<file path="src/fpe_pkg.sv">
// Constants and types for the flash program/erase sequencer
package fpe_pkg;

  // ==========================================================
  // Clock and counter widths
  // ==========================================================
  localparam int CLK_NS  = 100;
  localparam int TMR_W   = 17;
  localparam int PASS_W  = 9;

  // ==========================================================
  // Wait times in nanoseconds
  // ==========================================================
  localparam int T_SWE_NS     = 10_000;
  localparam int T_PSU_NS     = 50_000;
  localparam int T_P_SHORT_NS = 150_000;
  localparam int T_P_LONG_NS  = 500_000;
  localparam int T_PCLR_NS    = 10_000;
  localparam int T_SCLR_NS    = 10_000;
  localparam int T_PV_NS      = 4_000;
  localparam int T_DUMMY_NS   = 2_000;
  localparam int T_PVCLR_NS   = 4_000;
  localparam int T_ESU_NS     = 200_000;
  localparam int T_E_SHORT_NS = 5_000_000;
  localparam int T_E_LONG_NS  = 10_000_000;
  localparam int T_EV_NS      = 20_000;
  localparam int T_EVCLR_NS   = 5_000;

  // ==========================================================
  // Cycle counts, least times rounded up
  // ==========================================================
  localparam int CYC_SWE     = (T_SWE_NS + CLK_NS - 1) / CLK_NS;
  localparam int CYC_PSU     = (T_PSU_NS + CLK_NS - 1) / CLK_NS;
  localparam int CYC_P_SHORT = (T_P_SHORT_NS + CLK_NS - 1) / CLK_NS;
  localparam int CYC_P_LONG  = (T_P_LONG_NS + CLK_NS - 1) / CLK_NS;
  localparam int CYC_PCLR    = (T_PCLR_NS + CLK_NS - 1) / CLK_NS;
  localparam int CYC_SCLR    = (T_SCLR_NS + CLK_NS - 1) / CLK_NS;
  localparam int CYC_PV      = (T_PV_NS + CLK_NS - 1) / CLK_NS;
  localparam int CYC_DUMMY   = (T_DUMMY_NS + CLK_NS - 1) / CLK_NS;
  localparam int CYC_PVCLR   = (T_PVCLR_NS + CLK_NS - 1) / CLK_NS;
  localparam int CYC_ESU     = (T_ESU_NS + CLK_NS - 1) / CLK_NS;
  localparam int CYC_E_SHORT = (T_E_SHORT_NS + CLK_NS - 1) / CLK_NS;
  localparam int CYC_E_LONG  = (T_E_LONG_NS + CLK_NS - 1) / CLK_NS;
  localparam int CYC_EV      = (T_EV_NS + CLK_NS - 1) / CLK_NS;
  localparam int CYC_EVCLR   = (T_EVCLR_NS + CLK_NS - 1) / CLK_NS;
  localparam int CYC_SAMPLE  = 6;

  // ==========================================================
  // Pass limits
  // ==========================================================
  localparam int P_SHORT_PASSES = 4;
  localparam int P_MAX_PASSES   = 403;
  localparam int E_SHORT_PASSES = 60;
  localparam int E_LONG_PASSES  = 30;

  typedef enum logic [3:0] {
    ST_IDLE, ST_SWE, ST_SETUP, ST_PULSE, ST_PCLR,
    ST_SCLR, ST_VSET, ST_DUMMY, ST_READ, ST_VCLR
  } fpe_state_t;

endpackage : fpe_pkg

</file>
<file path="src/fpe_seq_if.sv">
// Timer and pass-counter signals between the sequencer modules
`timescale 1ns/100ps
`default_nettype none
interface fpe_seq_if #(
  parameter int TW = fpe_pkg::TMR_W,
  parameter int PW = fpe_pkg::PASS_W
);
  logic          load;
  logic [TW-1:0] load_val;
  logic          expired;
  logic          pass_clr;
  logic          pass_inc;
  logic [PW-1:0] pass_cnt;

  modport ctl (output load, load_val, pass_clr, pass_inc,
               input  expired, pass_cnt);
  modport tmr (input  load, load_val, output expired);
  modport cnt (input  pass_clr, pass_inc, output pass_cnt);
endinterface : fpe_seq_if
`default_nettype wire

</file>
<file path="src/fpe_wait_timer.sv">
// Down-counting wait timer
`timescale 1ns/100ps
`default_nettype none
module fpe_wait_timer #(
  parameter int TW = fpe_pkg::TMR_W
) (
  input  wire logic clk_in,
  input  wire logic rst_b_in,
  fpe_seq_if.tmr    sif
);
  logic [TW-1:0] cnt_q;

  always_ff @(posedge clk_in) begin
    if (!rst_b_in) begin
      cnt_q <= '0;
    end else if (sif.load) begin
      cnt_q <= sif.load_val;
    end else if (cnt_q != '0) begin
      cnt_q <= cnt_q - TW'(1);
    end
  end

  // Masked during load so a stale zero is never taken
  assign sif.expired = (cnt_q == '0) && !sif.load;
endmodule : fpe_wait_timer
`default_nettype wire

</file>
<file path="src/fpe_pass_counter.sv">
// Pass counter for the pulse-and-verify loop
`timescale 1ns/100ps
`default_nettype none
module fpe_pass_counter #(
  parameter int PW = fpe_pkg::PASS_W
) (
  input  wire logic clk_in,
  input  wire logic rst_b_in,
  fpe_seq_if.cnt    sif
);
  logic [PW-1:0] cnt_q;

  always_ff @(posedge clk_in) begin
    if (!rst_b_in || sif.pass_clr) begin
      cnt_q <= '0;
    end else if (sif.pass_inc && cnt_q != '1) begin
      cnt_q <= cnt_q + PW'(1);
    end
  end

  assign sif.pass_cnt = cnt_q;
endmodule : fpe_pass_counter
`default_nettype wire

</file>
<file path="src/fpe_flash_seq.sv">
// Program/erase timing sequencer driving the flash control bits
`timescale 1ns/100ps
`default_nettype none
// Flash program/erase rules
// After setting write enable, wait at least 10 us before the next step.
// After program setup set, wait at least 50 us before program pulse.
// Program pulse lasts 150 us on passes 1-4, 500 us on later passes.
// After clearing program pulse, wait 10 us before clearing setup.
// After clearing program setup, wait 10 us before program verify.
// After setting program verify, wait 4 us before the dummy write.
// After the all-ones dummy write, wait 2 us before reading back.
// After clearing program verify, wait 4 us before next pass or end.
// At most 403 program passes; still failing afterwards means failure.
// Device programs 32-byte units; only pulse time counts as program time.
// After erase setup set, wait at least 200 us before erase pulse.
// Erase pulse lasts a chosen 5 ms or 10 ms each pass.
// Erase pass limit 60 for 5 ms pulses, 30 for 10 ms pulses.
// After clearing erase pulse, wait 10 us before clearing setup.
// After clearing erase setup, wait 10 us before erase verify.
// After setting erase verify, wait 20 us before the dummy write.
// After clearing erase verify, wait 5 us before next pass or end.
// Device erases one whole block; only pulse time counts as erase time.
// Program pass: setup, pulse, clear both, verify, write, read, clear.
// Erase pass in same order; write enable cleared when operation ends.
module fpe_flash_seq #(
  parameter int TW          = fpe_pkg::TMR_W,
  parameter int PW          = fpe_pkg::PASS_W,
  parameter int CYC_P_LONG  = fpe_pkg::CYC_P_LONG,
  parameter int CYC_E_SHORT = fpe_pkg::CYC_E_SHORT,
  parameter int CYC_E_LONG  = fpe_pkg::CYC_E_LONG
) (
  input  wire logic          clk_in,
  input  wire logic          rst_b_in,
  input  wire logic          start_in,
  input  wire logic          erase_in,
  input  wire logic          erase_long_in,
  input  wire logic          verify_ok_in,
  output logic               busy_out,
  output logic               done_out,
  output logic               fail_out,
  output logic [PW-1:0]      passes_out,
  output logic               software_write_enable_out,
  output logic               program_setup_out,
  output logic               program_pulse_out,
  output logic               program_verify_out,
  output logic               erase_setup_out,
  output logic               erase_pulse_out,
  output logic               erase_verify_out,
  output logic               dummy_write_out,
  output logic               verify_read_out
);

  // ==========================================================
  // Submodules
  // ==========================================================
  fpe_seq_if #(.TW(TW), .PW(PW)) sif ();

  fpe_wait_timer #(.TW(TW)) u_timer (
    .clk_in   (clk_in),
    .rst_b_in (rst_b_in),
    .sif      (sif)
  );

  fpe_pass_counter #(.PW(PW)) u_passes (
    .clk_in   (clk_in),
    .rst_b_in (rst_b_in),
    .sif      (sif)
  );

  // ==========================================================
  // Verify pin synchroniser
  // ==========================================================
  logic ok_s1_q;
  logic ok_s2_q;
  logic ok_s3_q;
  logic ok_q;

  always_ff @(posedge clk_in) begin
    if (!rst_b_in) begin
      ok_s1_q <= 1'b0;
      ok_s2_q <= 1'b0;
      ok_s3_q <= 1'b0;
      ok_q    <= 1'b0;
    end else begin
      ok_s1_q <= verify_ok_in;
      ok_s2_q <= ok_s1_q;
      ok_s3_q <= ok_s2_q;
      if (ok_s2_q == ok_s3_q) begin
        ok_q <= ok_s3_q;
      end
    end
  end

  // ==========================================================
  // Wait and limit selection
  // ==========================================================
  fpe_pkg::fpe_state_t state_q;
  logic                erase_q;
  logic                long_q;
  logic                load_q;
  logic [TW-1:0]       load_val_q;
  logic                clr_q;
  logic                inc_q;
  logic [TW-1:0]       w_setup;
  logic [TW-1:0]       w_pulse;
  logic [TW-1:0]       w_verify;
  logic [TW-1:0]       w_vclr;
  logic [PW-1:0]       pass_limit;
  logic                last_pass;

  always_comb begin
    if (erase_q) begin
      w_setup  = TW'(fpe_pkg::CYC_ESU);
      w_pulse  = long_q ? TW'(CYC_E_LONG) : TW'(CYC_E_SHORT);
      w_verify = TW'(fpe_pkg::CYC_EV);
      w_vclr   = TW'(fpe_pkg::CYC_EVCLR);
      pass_limit = long_q ? PW'(fpe_pkg::E_LONG_PASSES)
                          : PW'(fpe_pkg::E_SHORT_PASSES);
    end else begin
      w_setup  = TW'(fpe_pkg::CYC_PSU);
      w_pulse  = (sif.pass_cnt <= PW'(fpe_pkg::P_SHORT_PASSES))
               ? TW'(fpe_pkg::CYC_P_SHORT) : TW'(CYC_P_LONG);
      w_verify = TW'(fpe_pkg::CYC_PV);
      w_vclr   = TW'(fpe_pkg::CYC_PVCLR);
      pass_limit = PW'(fpe_pkg::P_MAX_PASSES);
    end
    last_pass = (sif.pass_cnt >= pass_limit);
  end

  assign sif.load     = load_q;
  assign sif.load_val = load_val_q;
  assign sif.pass_clr = clr_q;
  assign sif.pass_inc = inc_q;

  // ==========================================================
  // Sequencer
  // ==========================================================
  logic setup_q;
  logic pulse_q;
  logic verify_q;
  logic swe_q;
  logic dw_q;
  logic rd_q;
  logic match_q;

  always_ff @(posedge clk_in) begin
    if (!rst_b_in) begin
      state_q    <= fpe_pkg::ST_IDLE;
      erase_q    <= 1'b0;
      long_q     <= 1'b0;
      load_q     <= 1'b0;
      load_val_q <= '0;
      clr_q      <= 1'b0;
      inc_q      <= 1'b0;
      swe_q      <= 1'b0;
      setup_q    <= 1'b0;
      pulse_q    <= 1'b0;
      verify_q   <= 1'b0;
      dw_q       <= 1'b0;
      rd_q       <= 1'b0;
      match_q    <= 1'b0;
      done_out   <= 1'b0;
      fail_out   <= 1'b0;
    end else begin
      load_q   <= 1'b0;
      clr_q    <= 1'b0;
      inc_q    <= 1'b0;
      dw_q     <= 1'b0;
      rd_q     <= 1'b0;
      done_out <= 1'b0;
      case (state_q)
        fpe_pkg::ST_IDLE: begin
          if (start_in) begin
            erase_q    <= erase_in;
            long_q     <= erase_long_in;
            fail_out   <= 1'b0;
            swe_q      <= 1'b1;
            clr_q      <= 1'b1;
            load_q     <= 1'b1;
            load_val_q <= TW'(fpe_pkg::CYC_SWE);
            state_q    <= fpe_pkg::ST_SWE;
          end
        end
        fpe_pkg::ST_SWE: begin
          if (sif.expired) begin
            setup_q    <= 1'b1;
            inc_q      <= 1'b1;
            load_q     <= 1'b1;
            load_val_q <= w_setup;
            state_q    <= fpe_pkg::ST_SETUP;
          end
        end
        fpe_pkg::ST_SETUP: begin
          if (sif.expired) begin
            pulse_q    <= 1'b1;
            load_q     <= 1'b1;
            load_val_q <= w_pulse;
            state_q    <= fpe_pkg::ST_PULSE;
          end
        end
        fpe_pkg::ST_PULSE: begin
          if (sif.expired) begin
            pulse_q    <= 1'b0;
            load_q     <= 1'b1;
            load_val_q <= erase_q ? TW'(fpe_pkg::CYC_PCLR)
                                  : TW'(fpe_pkg::CYC_PCLR);
            state_q    <= fpe_pkg::ST_PCLR;
          end
        end
        fpe_pkg::ST_PCLR: begin
          if (sif.expired) begin
            setup_q    <= 1'b0;
            load_q     <= 1'b1;
            load_val_q <= TW'(fpe_pkg::CYC_SCLR);
            state_q    <= fpe_pkg::ST_SCLR;
          end
        end
        fpe_pkg::ST_SCLR: begin
          if (sif.expired) begin
            verify_q   <= 1'b1;
            load_q     <= 1'b1;
            load_val_q <= w_verify;
            state_q    <= fpe_pkg::ST_VSET;
          end
        end
        fpe_pkg::ST_VSET: begin
          if (sif.expired) begin
            dw_q       <= 1'b1;
            load_q     <= 1'b1;
            load_val_q <= TW'(fpe_pkg::CYC_DUMMY);
            state_q    <= fpe_pkg::ST_DUMMY;
          end
        end
        fpe_pkg::ST_DUMMY: begin
          if (sif.expired) begin
            rd_q       <= 1'b1;
            load_q     <= 1'b1;
            load_val_q <= TW'(fpe_pkg::CYC_SAMPLE);
            state_q    <= fpe_pkg::ST_READ;
          end
        end
        fpe_pkg::ST_READ: begin
          if (sif.expired) begin
            match_q    <= ok_q;
            verify_q   <= 1'b0;
            load_q     <= 1'b1;
            load_val_q <= w_vclr;
            state_q    <= fpe_pkg::ST_VCLR;
          end
        end
        fpe_pkg::ST_VCLR: begin
          if (sif.expired) begin
            if (match_q || last_pass) begin
              swe_q    <= 1'b0;
              done_out <= match_q;
              fail_out <= !match_q;
              state_q  <= fpe_pkg::ST_IDLE;
            end else begin
              setup_q    <= 1'b1;
              inc_q      <= 1'b1;
              load_q     <= 1'b1;
              load_val_q <= w_setup;
              state_q    <= fpe_pkg::ST_SETUP;
            end
          end
        end
        default: begin
          state_q <= fpe_pkg::ST_IDLE;
        end
      endcase
    end
  end

  // ==========================================================
  // Output registers
  // ==========================================================
  always_ff @(posedge clk_in) begin
    if (!rst_b_in) begin
      busy_out                  <= 1'b0;
      passes_out                <= '0;
      software_write_enable_out <= 1'b0;
      program_setup_out         <= 1'b0;
      program_pulse_out         <= 1'b0;
      program_verify_out        <= 1'b0;
      erase_setup_out           <= 1'b0;
      erase_pulse_out           <= 1'b0;
      erase_verify_out          <= 1'b0;
      dummy_write_out           <= 1'b0;
      verify_read_out           <= 1'b0;
    end else begin
      busy_out                  <= (state_q != fpe_pkg::ST_IDLE);
      passes_out                <= sif.pass_cnt;
      software_write_enable_out <= swe_q;
      program_setup_out         <= setup_q && !erase_q;
      program_pulse_out         <= pulse_q && !erase_q;
      program_verify_out        <= verify_q && !erase_q;
      erase_setup_out           <= setup_q && erase_q;
      erase_pulse_out           <= pulse_q && erase_q;
      erase_verify_out          <= verify_q && erase_q;
      dummy_write_out           <= dw_q;
      verify_read_out           <= rd_q;
    end
  end

  // ==========================================================
  // Checks on output spacing
  // ==========================================================
  logic [6:0]    bits_now;
  logic [6:0]    bits_last_q;
  logic [TW-1:0] hold_q;
  logic [TW-1:0] dw_age_q;

  assign bits_now = {software_write_enable_out, program_setup_out,
                     program_pulse_out, program_verify_out,
                     erase_setup_out, erase_pulse_out, erase_verify_out};

  always_ff @(posedge clk_in) begin
    bits_last_q <= bits_now;
    if (bits_now != bits_last_q) begin
      hold_q <= TW'(1);
    end else if (hold_q != '1) begin
      hold_q <= hold_q + TW'(1);
    end
    if (dummy_write_out) begin
      dw_age_q <= TW'(1);
    end else if (dw_age_q != '1) begin
      dw_age_q <= dw_age_q + TW'(1);
    end
  end

  a_psu_to_pulse: assert property (@(posedge clk_in) disable iff (!rst_b_in)
    $rose(program_pulse_out) |-> hold_q >= TW'(fpe_pkg::CYC_PSU))
    else $error("program pulse set too early after setup");
  a_pulse_width: assert property (@(posedge clk_in) disable iff (!rst_b_in)
    $fell(program_pulse_out) && passes_out <= PW'(fpe_pkg::P_SHORT_PASSES)
    |-> hold_q >= TW'(fpe_pkg::CYC_P_SHORT) &&
        hold_q <= TW'(fpe_pkg::CYC_P_SHORT + 2))
    else $error("short program pulse length wrong");
  a_pclr_to_sclr: assert property (@(posedge clk_in) disable iff (!rst_b_in)
    $fell(program_setup_out) |-> hold_q >= TW'(fpe_pkg::CYC_PCLR))
    else $error("program setup cleared too soon");
  a_sclr_to_pv: assert property (@(posedge clk_in) disable iff (!rst_b_in)
    $rose(program_verify_out) |-> hold_q >= TW'(fpe_pkg::CYC_SCLR))
    else $error("program verify set too soon");
  a_pv_to_dummy: assert property (@(posedge clk_in) disable iff (!rst_b_in)
    dummy_write_out && program_verify_out
    |-> hold_q >= TW'(fpe_pkg::CYC_PV))
    else $error("dummy write too soon after verify set");
  a_dummy_to_read: assert property (@(posedge clk_in) disable iff (!rst_b_in)
    verify_read_out |-> dw_age_q >= TW'(fpe_pkg::CYC_DUMMY))
    else $error("read back too soon after dummy write");
  a_esu_to_pulse: assert property (@(posedge clk_in) disable iff (!rst_b_in)
    $rose(erase_pulse_out) |-> hold_q >= TW'(fpe_pkg::CYC_ESU))
    else $error("erase pulse set too early after setup");
  a_erase_width: assert property (@(posedge clk_in) disable iff (!rst_b_in)
    $fell(erase_pulse_out) |-> hold_q >= TW'(CYC_E_SHORT) &&
                               hold_q <= TW'(CYC_E_LONG + 2))
    else $error("erase pulse length out of range");
  a_fail_limit: assert property (@(posedge clk_in) disable iff (!rst_b_in)
    $rose(fail_out) |-> passes_out == pass_limit)
    else $error("failure flagged before pass limit");
  a_swe_drop: assert property (@(posedge clk_in) disable iff (!rst_b_in)
    $rose(done_out) |-> ##1 !software_write_enable_out)
    else $error("write enable still set after end");

endmodule : fpe_flash_seq
`default_nettype wire

</file>
<file path="config.mk">
export PLATFORM = sky130hd
export DESIGN_NAME = fpe_flash_seq
export DESIGN_NICKNAME = d
export VERILOG_FILES = /design/src/fpe_pkg.sv /design/src/fpe_seq_if.sv /design/src/fpe_wait_timer.sv /design/src/fpe_pass_counter.sv /design/src/fpe_flash_seq.sv
export SDC_FILE = /design/constraint.sdc
export NUM_CORES = 1
export LEC_CHECK = 0
export BUFFER_PORTS_ARGS = -buffer_cell sky130_fd_sc_hd__buf_2
export CORE_MARGIN = 1
export CORE_UTILIZATION = 54
export CTS_CLUSTER_SIZE = 10
export DETAILED_ROUTE_END_ITERATION = 7
export GPL_ROUTABILITY_DRIVEN = 0
export MAX_ROUTING_LAYER = met4
export PLACE_DENSITY_LB_ADDON = 0.1
export REMOVE_ABC_BUFFERS = 1
export SYNTH_ARGS = -nofsm -noshare
export SYNTH_HDL_FRONTEND = slang
export SYNTH_HIERARCHICAL = 1
export SYNTH_SLANG_ARGS = --single-unit
</file>
<file path="constraint.sdc">
create_clock -name clk_in -period 3 [get_ports clk_in]
set_input_delay 0.15 -clock clk_in [delete_from_list [all_inputs] [get_ports clk_in]]
set_output_delay 0.15 -clock clk_in [all_outputs]
set_load 0.01 [all_outputs]
</file>
Word level (Yosys, flattened, before mapping)
Index checks and enable logic that the tools add are counted.
{ "classes": {"n_shift": 0, "add_sub_neg": 2, "mux": 54, "mul": 0, "n_eq_ne": 24, "reduce_logical": 38, "bitwise": 0, "div": 0, "magnitude_cmp": 2} }
{ "ops": {"columns": ["op", "n"], "rows": [
  ["17-bit two-way mux", 14],
  ["17-bit case mux with 9 select lines", 1],
  ["4-bit two-way mux", 10],
  ["4-bit case mux with 10 select lines", 1],
  ["2-bit != test (second input constant)", 12],
  ["17-bit zero test", 1],
  ["17-bit nonzero test", 1],
  ["17-bit by 1-bit subtractor with 17-bit output (second input constant)", 1],
  ["4-bit by 3-bit equality test with 1-bit output (second input constant)", 4],
  ["1-bit two-way mux", 14],
  ["13-bit two-way mux", 1],
  ["11-bit two-way mux", 1],
  ["11-bit AND reduction", 1],
  ["1-bit case mux with 2 select lines", 5],
  ["10-bit AND reduction", 1],
  ["2-bit AND reduction", 5],
  ["9-bit by 1-bit adder with 9-bit output (second input constant)", 1],
  ["9-bit >= comparator", 1],
  ["9-bit by 3-bit less-or-equal comparator with 1-bit output (second input constant)", 1],
  ["9-bit two-way mux", 1],
  ["9-bit != test (second input constant)", 1],
  ["9-bit nonzero test", 1],
  ["4-bit by 2-bit equality test with 1-bit output (second input constant)", 2],
  ["4-bit equality test (second input constant)", 2],
  ["other kinds (20)", 37]
]} }
{ "word_totals": {"n_memories": 0, "input_bits": 6, "register_bits": 84, "ram_bits": 0, "latchBits": 0, "output_inout_bits": 21, "rom_bits": 0} }

Logic depth before layout (Yosys ltp)
{ "depth": {"depth_word": 7, "mapped_depth": 12, "depth_no_buf": 11} }

Modules after synthesis
Netlist, hierarchy kept.
{ "by_module_without_submodules": {"columns": ["module", "area_per_inst_um2", "seq_area_each_um2", "n_inst", "cells_per_inst"], "rows": [
  ["fpe_flash_seq", 2476.1, 1101.1, 1, 275],
  ["fpe_wait_timer", 915.9, 340.3, 1, 110],
  ["fpe_pass_counter", 415.4, 180.2, 1, 46]
]} }

Least setup slack after synthesis
Ideal clock, no wire load.
{ "synth_timing": {"path_type": "register to register", "from": "register u_timer.cnt_q[3]", "to": "register load_val_q[14]", "required_time_ns": 2.928, "slack_ns": 0.027, "path_stages_with_launch": 11, "synth_period_minus_slack_ns": 2.973, "t_arrival_ns": 2.902, "path_buffers": 1, "path_cell_list": "dfxtp_1 > or4_1 > or3_4 > or2_1 > buf_6 > nor3_1 > o21ai_0 > nor3_1 > o22ai_2 > nor2_4 > mux2i_1"} }
{ "synth_between": {"elab_chain_cells": 4} }
{ "synth_lines": {"columns": ["element", "line_no", "rtl"], "rows": [
  ["start, declared", "fpe_wait_timer.sv:11", "logic [TW-1:0] cnt_q;"],
  ["start signal, assigned", "fpe_wait_timer.sv:17", "cnt_q <= sif.load_val;"],
  ["start signal, assigned", "fpe_wait_timer.sv:19", "cnt_q <= cnt_q - TW'(1);"],
  ["17-bit zero test (*)", "fpe_wait_timer.sv:24", "assign sif.expired = (cnt_q == '0) && !sif.load;"],
  ["1-bit logical AND (*)", "fpe_wait_timer.sv:24", null],
  ["via sif.expired", "fpe_seq_if.sv:10", "logic expired;"],
  ["2-bit by 1-bit != test with 1-bit output (no source line) / 2-bit != test (equally long branches)", null, null],
  ["11-bit AND reduction (no source line) (*)", null, null],
  ["end signal, assigned", "fpe_flash_seq.sv:180", "load_val_q <= TW'(fpe_pkg::CYC_SWE);"],
  ["end signal, assigned", "fpe_flash_seq.sv:189", "load_val_q <= w_setup;"],
  ["end signal, assigned", "fpe_flash_seq.sv:197", "load_val_q <= w_pulse;"],
  ["end, declared", "fpe_flash_seq.sv:101", "logic [TW-1:0] load_val_q;"]
]} }
Mark *: on every way through the listed nets, which the timed path passes. The rest lies on a longest branch.
A chain may end at the register's enable or synchronous reset.

Worst setup path in the final report
{ "layout_timing": {"from": "register u_timer.cnt_q[8]", "to": "register load_val_q[15]"} }
The elaborated chain is that of the path after synthesis.

==> flow_summary_export.csv <==
group,metric,value,unit
logic_synthesis,async_flop_share,0,%
worst_setup_path,cp-end-kind,"flop",
logic_synthesis,yosysWarnings,6,
timing,timing.slew.headroom,52.1,%
worst_setup_path,path_max_fanout,8,
finish,final_common_cell,"dfxtp_1",
floorplanning,core,6790,um2
detailed_routing,viasPerCell,5.74,
floorplanning,ioPinCount,27,
finish,final_nets,473,
worst_setup_path,crit_slowest_cell,"or4_4",
finish,drive_gt1_share,16.2,%
floorplanning,die_w,86.0,um
hold_path,hold_class,"input pin to flop",
finish,final_cell_mix,"dfxtp_1 (79), nor2_1 (41), nand2_1 (33), a21oi_1 (28)",
worst_setup_path,worstSetupPathType,"flop to flop",
clock_tree,clock_tree.root_cell,"clkbuf_8",
global_route,busiest_layer,"met2",
finish,fillerInstances,587,
finish,final_cell_area,4270,um2
global_route,grt_use_total,25.9,%
logic_synthesis,synth_seq_cells,81,
timing,fin_crit_sh,94.1,%
timing,finalSetupViolCount,0,
logic_synthesis,synthFlopType,"dfxtp_1",
power,p_total,3.10,mW
worst_setup_path,cp.required,3280,ps
floorplanning,fp.dieH,86.0,um
flow_run,maxCapViolations,0,
global_route,grt_pass1_wl,14500,um
logic_synthesis,netlist_area,3810,um2
timing,clock.fmax,354,MHz
worst_setup_path,cp_common_cell,"nor3_2",
floorplanning,start_util,56.0,%
detailed_routing,ant_nets,0,
placed_design,place_ws,16.7,ps
global_route,use_met2,37.6,%
finish,diodes,0,
worst_setup_path,critPathArrivalTime,3100,ps
finish,syn_to_final_growth,12.2,%
worst_setup_path,max_stage_delay,540,ps
worst_setup_path,crit_chain,"or4_4 -> or3_4 -> or2_4 -> nor3_2 -> buf_4 -> o21ai_0 -> nor3_2 -> o22ai_2 -> nor2_4 -> mux2i_1",
global_route,grt_antenna_before_repair,0,
clock_tree,cts_tree,"done",
finish,final_cells,558,
global_route,grt_overflow,0,
detailed_routing,avgRoutedWirePerCell,15.1,um
detailed_routing,drtIter0Drc,221,
worst_setup_path,start_kind,"flop",
clock_tree,h-tree-depth,3,
timing,fin_hold_ws,44.7,ps
global_route,grt_max_degree,40,
placed_design,dp_cells,539,
placed_design,place_area,4020,um2
detailed_routing,drc,0,
clock_tree,clkLatencyLatePin,350,ps
detailed_routing,drt-pass1-iter-count,5,
floorplanning,num_rows,30,
power,leakage,1.74,nW
logic_synthesis,netlist_instances,431,
global_route,first_global_vias,2921,
timing,fin_ws,177,ps
placed_design,io_buffers,26,
timing,hold_violations,0,
logic_synthesis,synth-edff-count,0,
timing,rsz0062_at_grt,"false",
timing,final.min_clock_period,2820,ps
timing,slew_viol_final,0,
detailed_routing,routed_wl,8450,um
power,powerDensity,725,nW/um2
clock_tree,clockBufferDepth,2,
clock_tree,clock_sink_count,81,
timing,skew,10.7,ps
timing,worst_pin_slew,717,ps
detailed_routing,vias,3203,
clock_tree,path_clk_slew,80,ps
global_route,grtUsageMet1,36.2,%
global_route,grt_use_met3,4.81,%
status,status,"complete, no violations",
placed_design,dp_hpwl,5930,um
logic_synthesis,ys_types,71,
logic_synthesis,avgSynthCellArea,8.83,um2
clock_tree,cts_buffers,9,
logic_synthesis,synth-seq-area-share,42.6,%
power,vdd.ir_drop.worst,0.000384,V
floorplanning,dieArea,7390,um2
## layer usage
metal	vias up	routed length, um
li1	1591	-
met1	1502	4120
met2	102	3740
met3	8	486
met4	0	102
met5	-	0
## per-stage QoR
stage / TNS, ps / utilization (%)
final: 0 / 62.9
after floorplan: -5510 / -
after CTS: 0 / 62.4
after detailed placement: 0 / 59.2
after global routing: 0 / 62.9
after global placement: 0 / 59.2
## worst paths after layout
path | startpoint | endpoint | slack (ps) | cells past startpoint
max | u_timer/cnt_q[8] | load_val_q[15] | 180 | 10
min | erase_in | erase_q | 40 | 3
max reg2reg | u_timer/cnt_q[8] | load_val_q[15] | 180 | 10
min reg2reg | rd_q | verify_read_out | 440 | 1
## flip-flops by register name, summed over array words and instances, names as in the netlist, 4 cells and up
| name | count |
|---|---|
| state_q | 4 |
| passes_out | 9 |
| u_passes/sif.pass_cnt | 9 |
| load_val_q | 14 |
| u_timer/cnt_q | 17 |
## report_power, final
group / internal, mW / total (mW) / switching, mW / leakage, nW
sequential: 1.22 / 1.35 / 0.130 / 0.660
clock: 0.453 / 0.823 / 0.370 / 0.107
combinational: 0.425 / 0.928 / 0.504 / 0.969
## cell families after synthesis
group / after synthesis / share of synthesized area (%)
adders and majority gates: 10 / 3.29
DFF: 81 / 42.6
and+or+nand+nor: 175 / 24.7
other: 1 / 0.0985
AOI/OAI and AO/OA: 103 / 19.1
muxes: 11 / 2.89
buffers and inverters: 36 / 4.07
xor gates and xnor gates: 14 / 3.22
## what timing repair did
action / 4_1_cts / 5_1_grt
gates cloned: 0 / 0
resized for setup: 1 / 7
hold endpoints to repair: 1 / 0
pin swaps: 0 / 5
hold buffers: 1 / 0
endpoints found under the setup margin: 6 / 18
setup buffers: 0 / 2
## worst max-delay path, delay by kind of cell, from the launching register on
family          cells  cell delay [ps]
simple gates        6             1800
flops               1              350
compound gates      2              260
mux                 1              200
buf+inv             1              140
## layout make-up
type / count / area, um2 / share of cell area [%]
clock buffer: 14 / 173 / 4.04
clock inverter: 2 / 35.0 / 0.820
inverter: 11 / 41.3 / 0.967
multi-input combinational: 316 / 2060 / 48.1
sequential: 81 / 1620 / 38.0
tap: 96 / 120 / 2.81
timing repair buffer: 38 / 223 / 5.21
## Yosys cell counts (3+ instances only)
library cell | n | area share, %
inv_1 | 10 | 0.99
and3_1 | 9 | 1.5
a21oi_2 | 3 | 0.69
nand2_1 | 33 | 3.3
nor3_1 | 12 | 1.6
o211ai_1 | 3 | 0.59
o31ai_1 | 5 | 0.99
mux2i_1 | 11 | 2.9
dfxtp_1 | 81 | 43
or3_1 | 6 | 0.99
xor2_1 | 4 | 0.92
xnor2_1 | 10 | 2.3
nand4_1 | 4 | 0.66
nor4_1 | 3 | 0.49
nor2_1 | 41 | 4.0
nand3_1 | 17 | 2.2
or4_1 | 3 | 0.59
nand2b_1 | 8 | 1.3
nor2b_1 | 4 | 0.66
and2_1 | 16 | 2.6
clkbuf_1 | 20 | 2.0
a211oi_1 | 11 | 2.2
o21ai_0 | 27 | 3.5
a21oi_1 | 28 | 3.7
ha_1 | 10 | 3.3
Note: power is estimated with default switching activity, not from simulation.
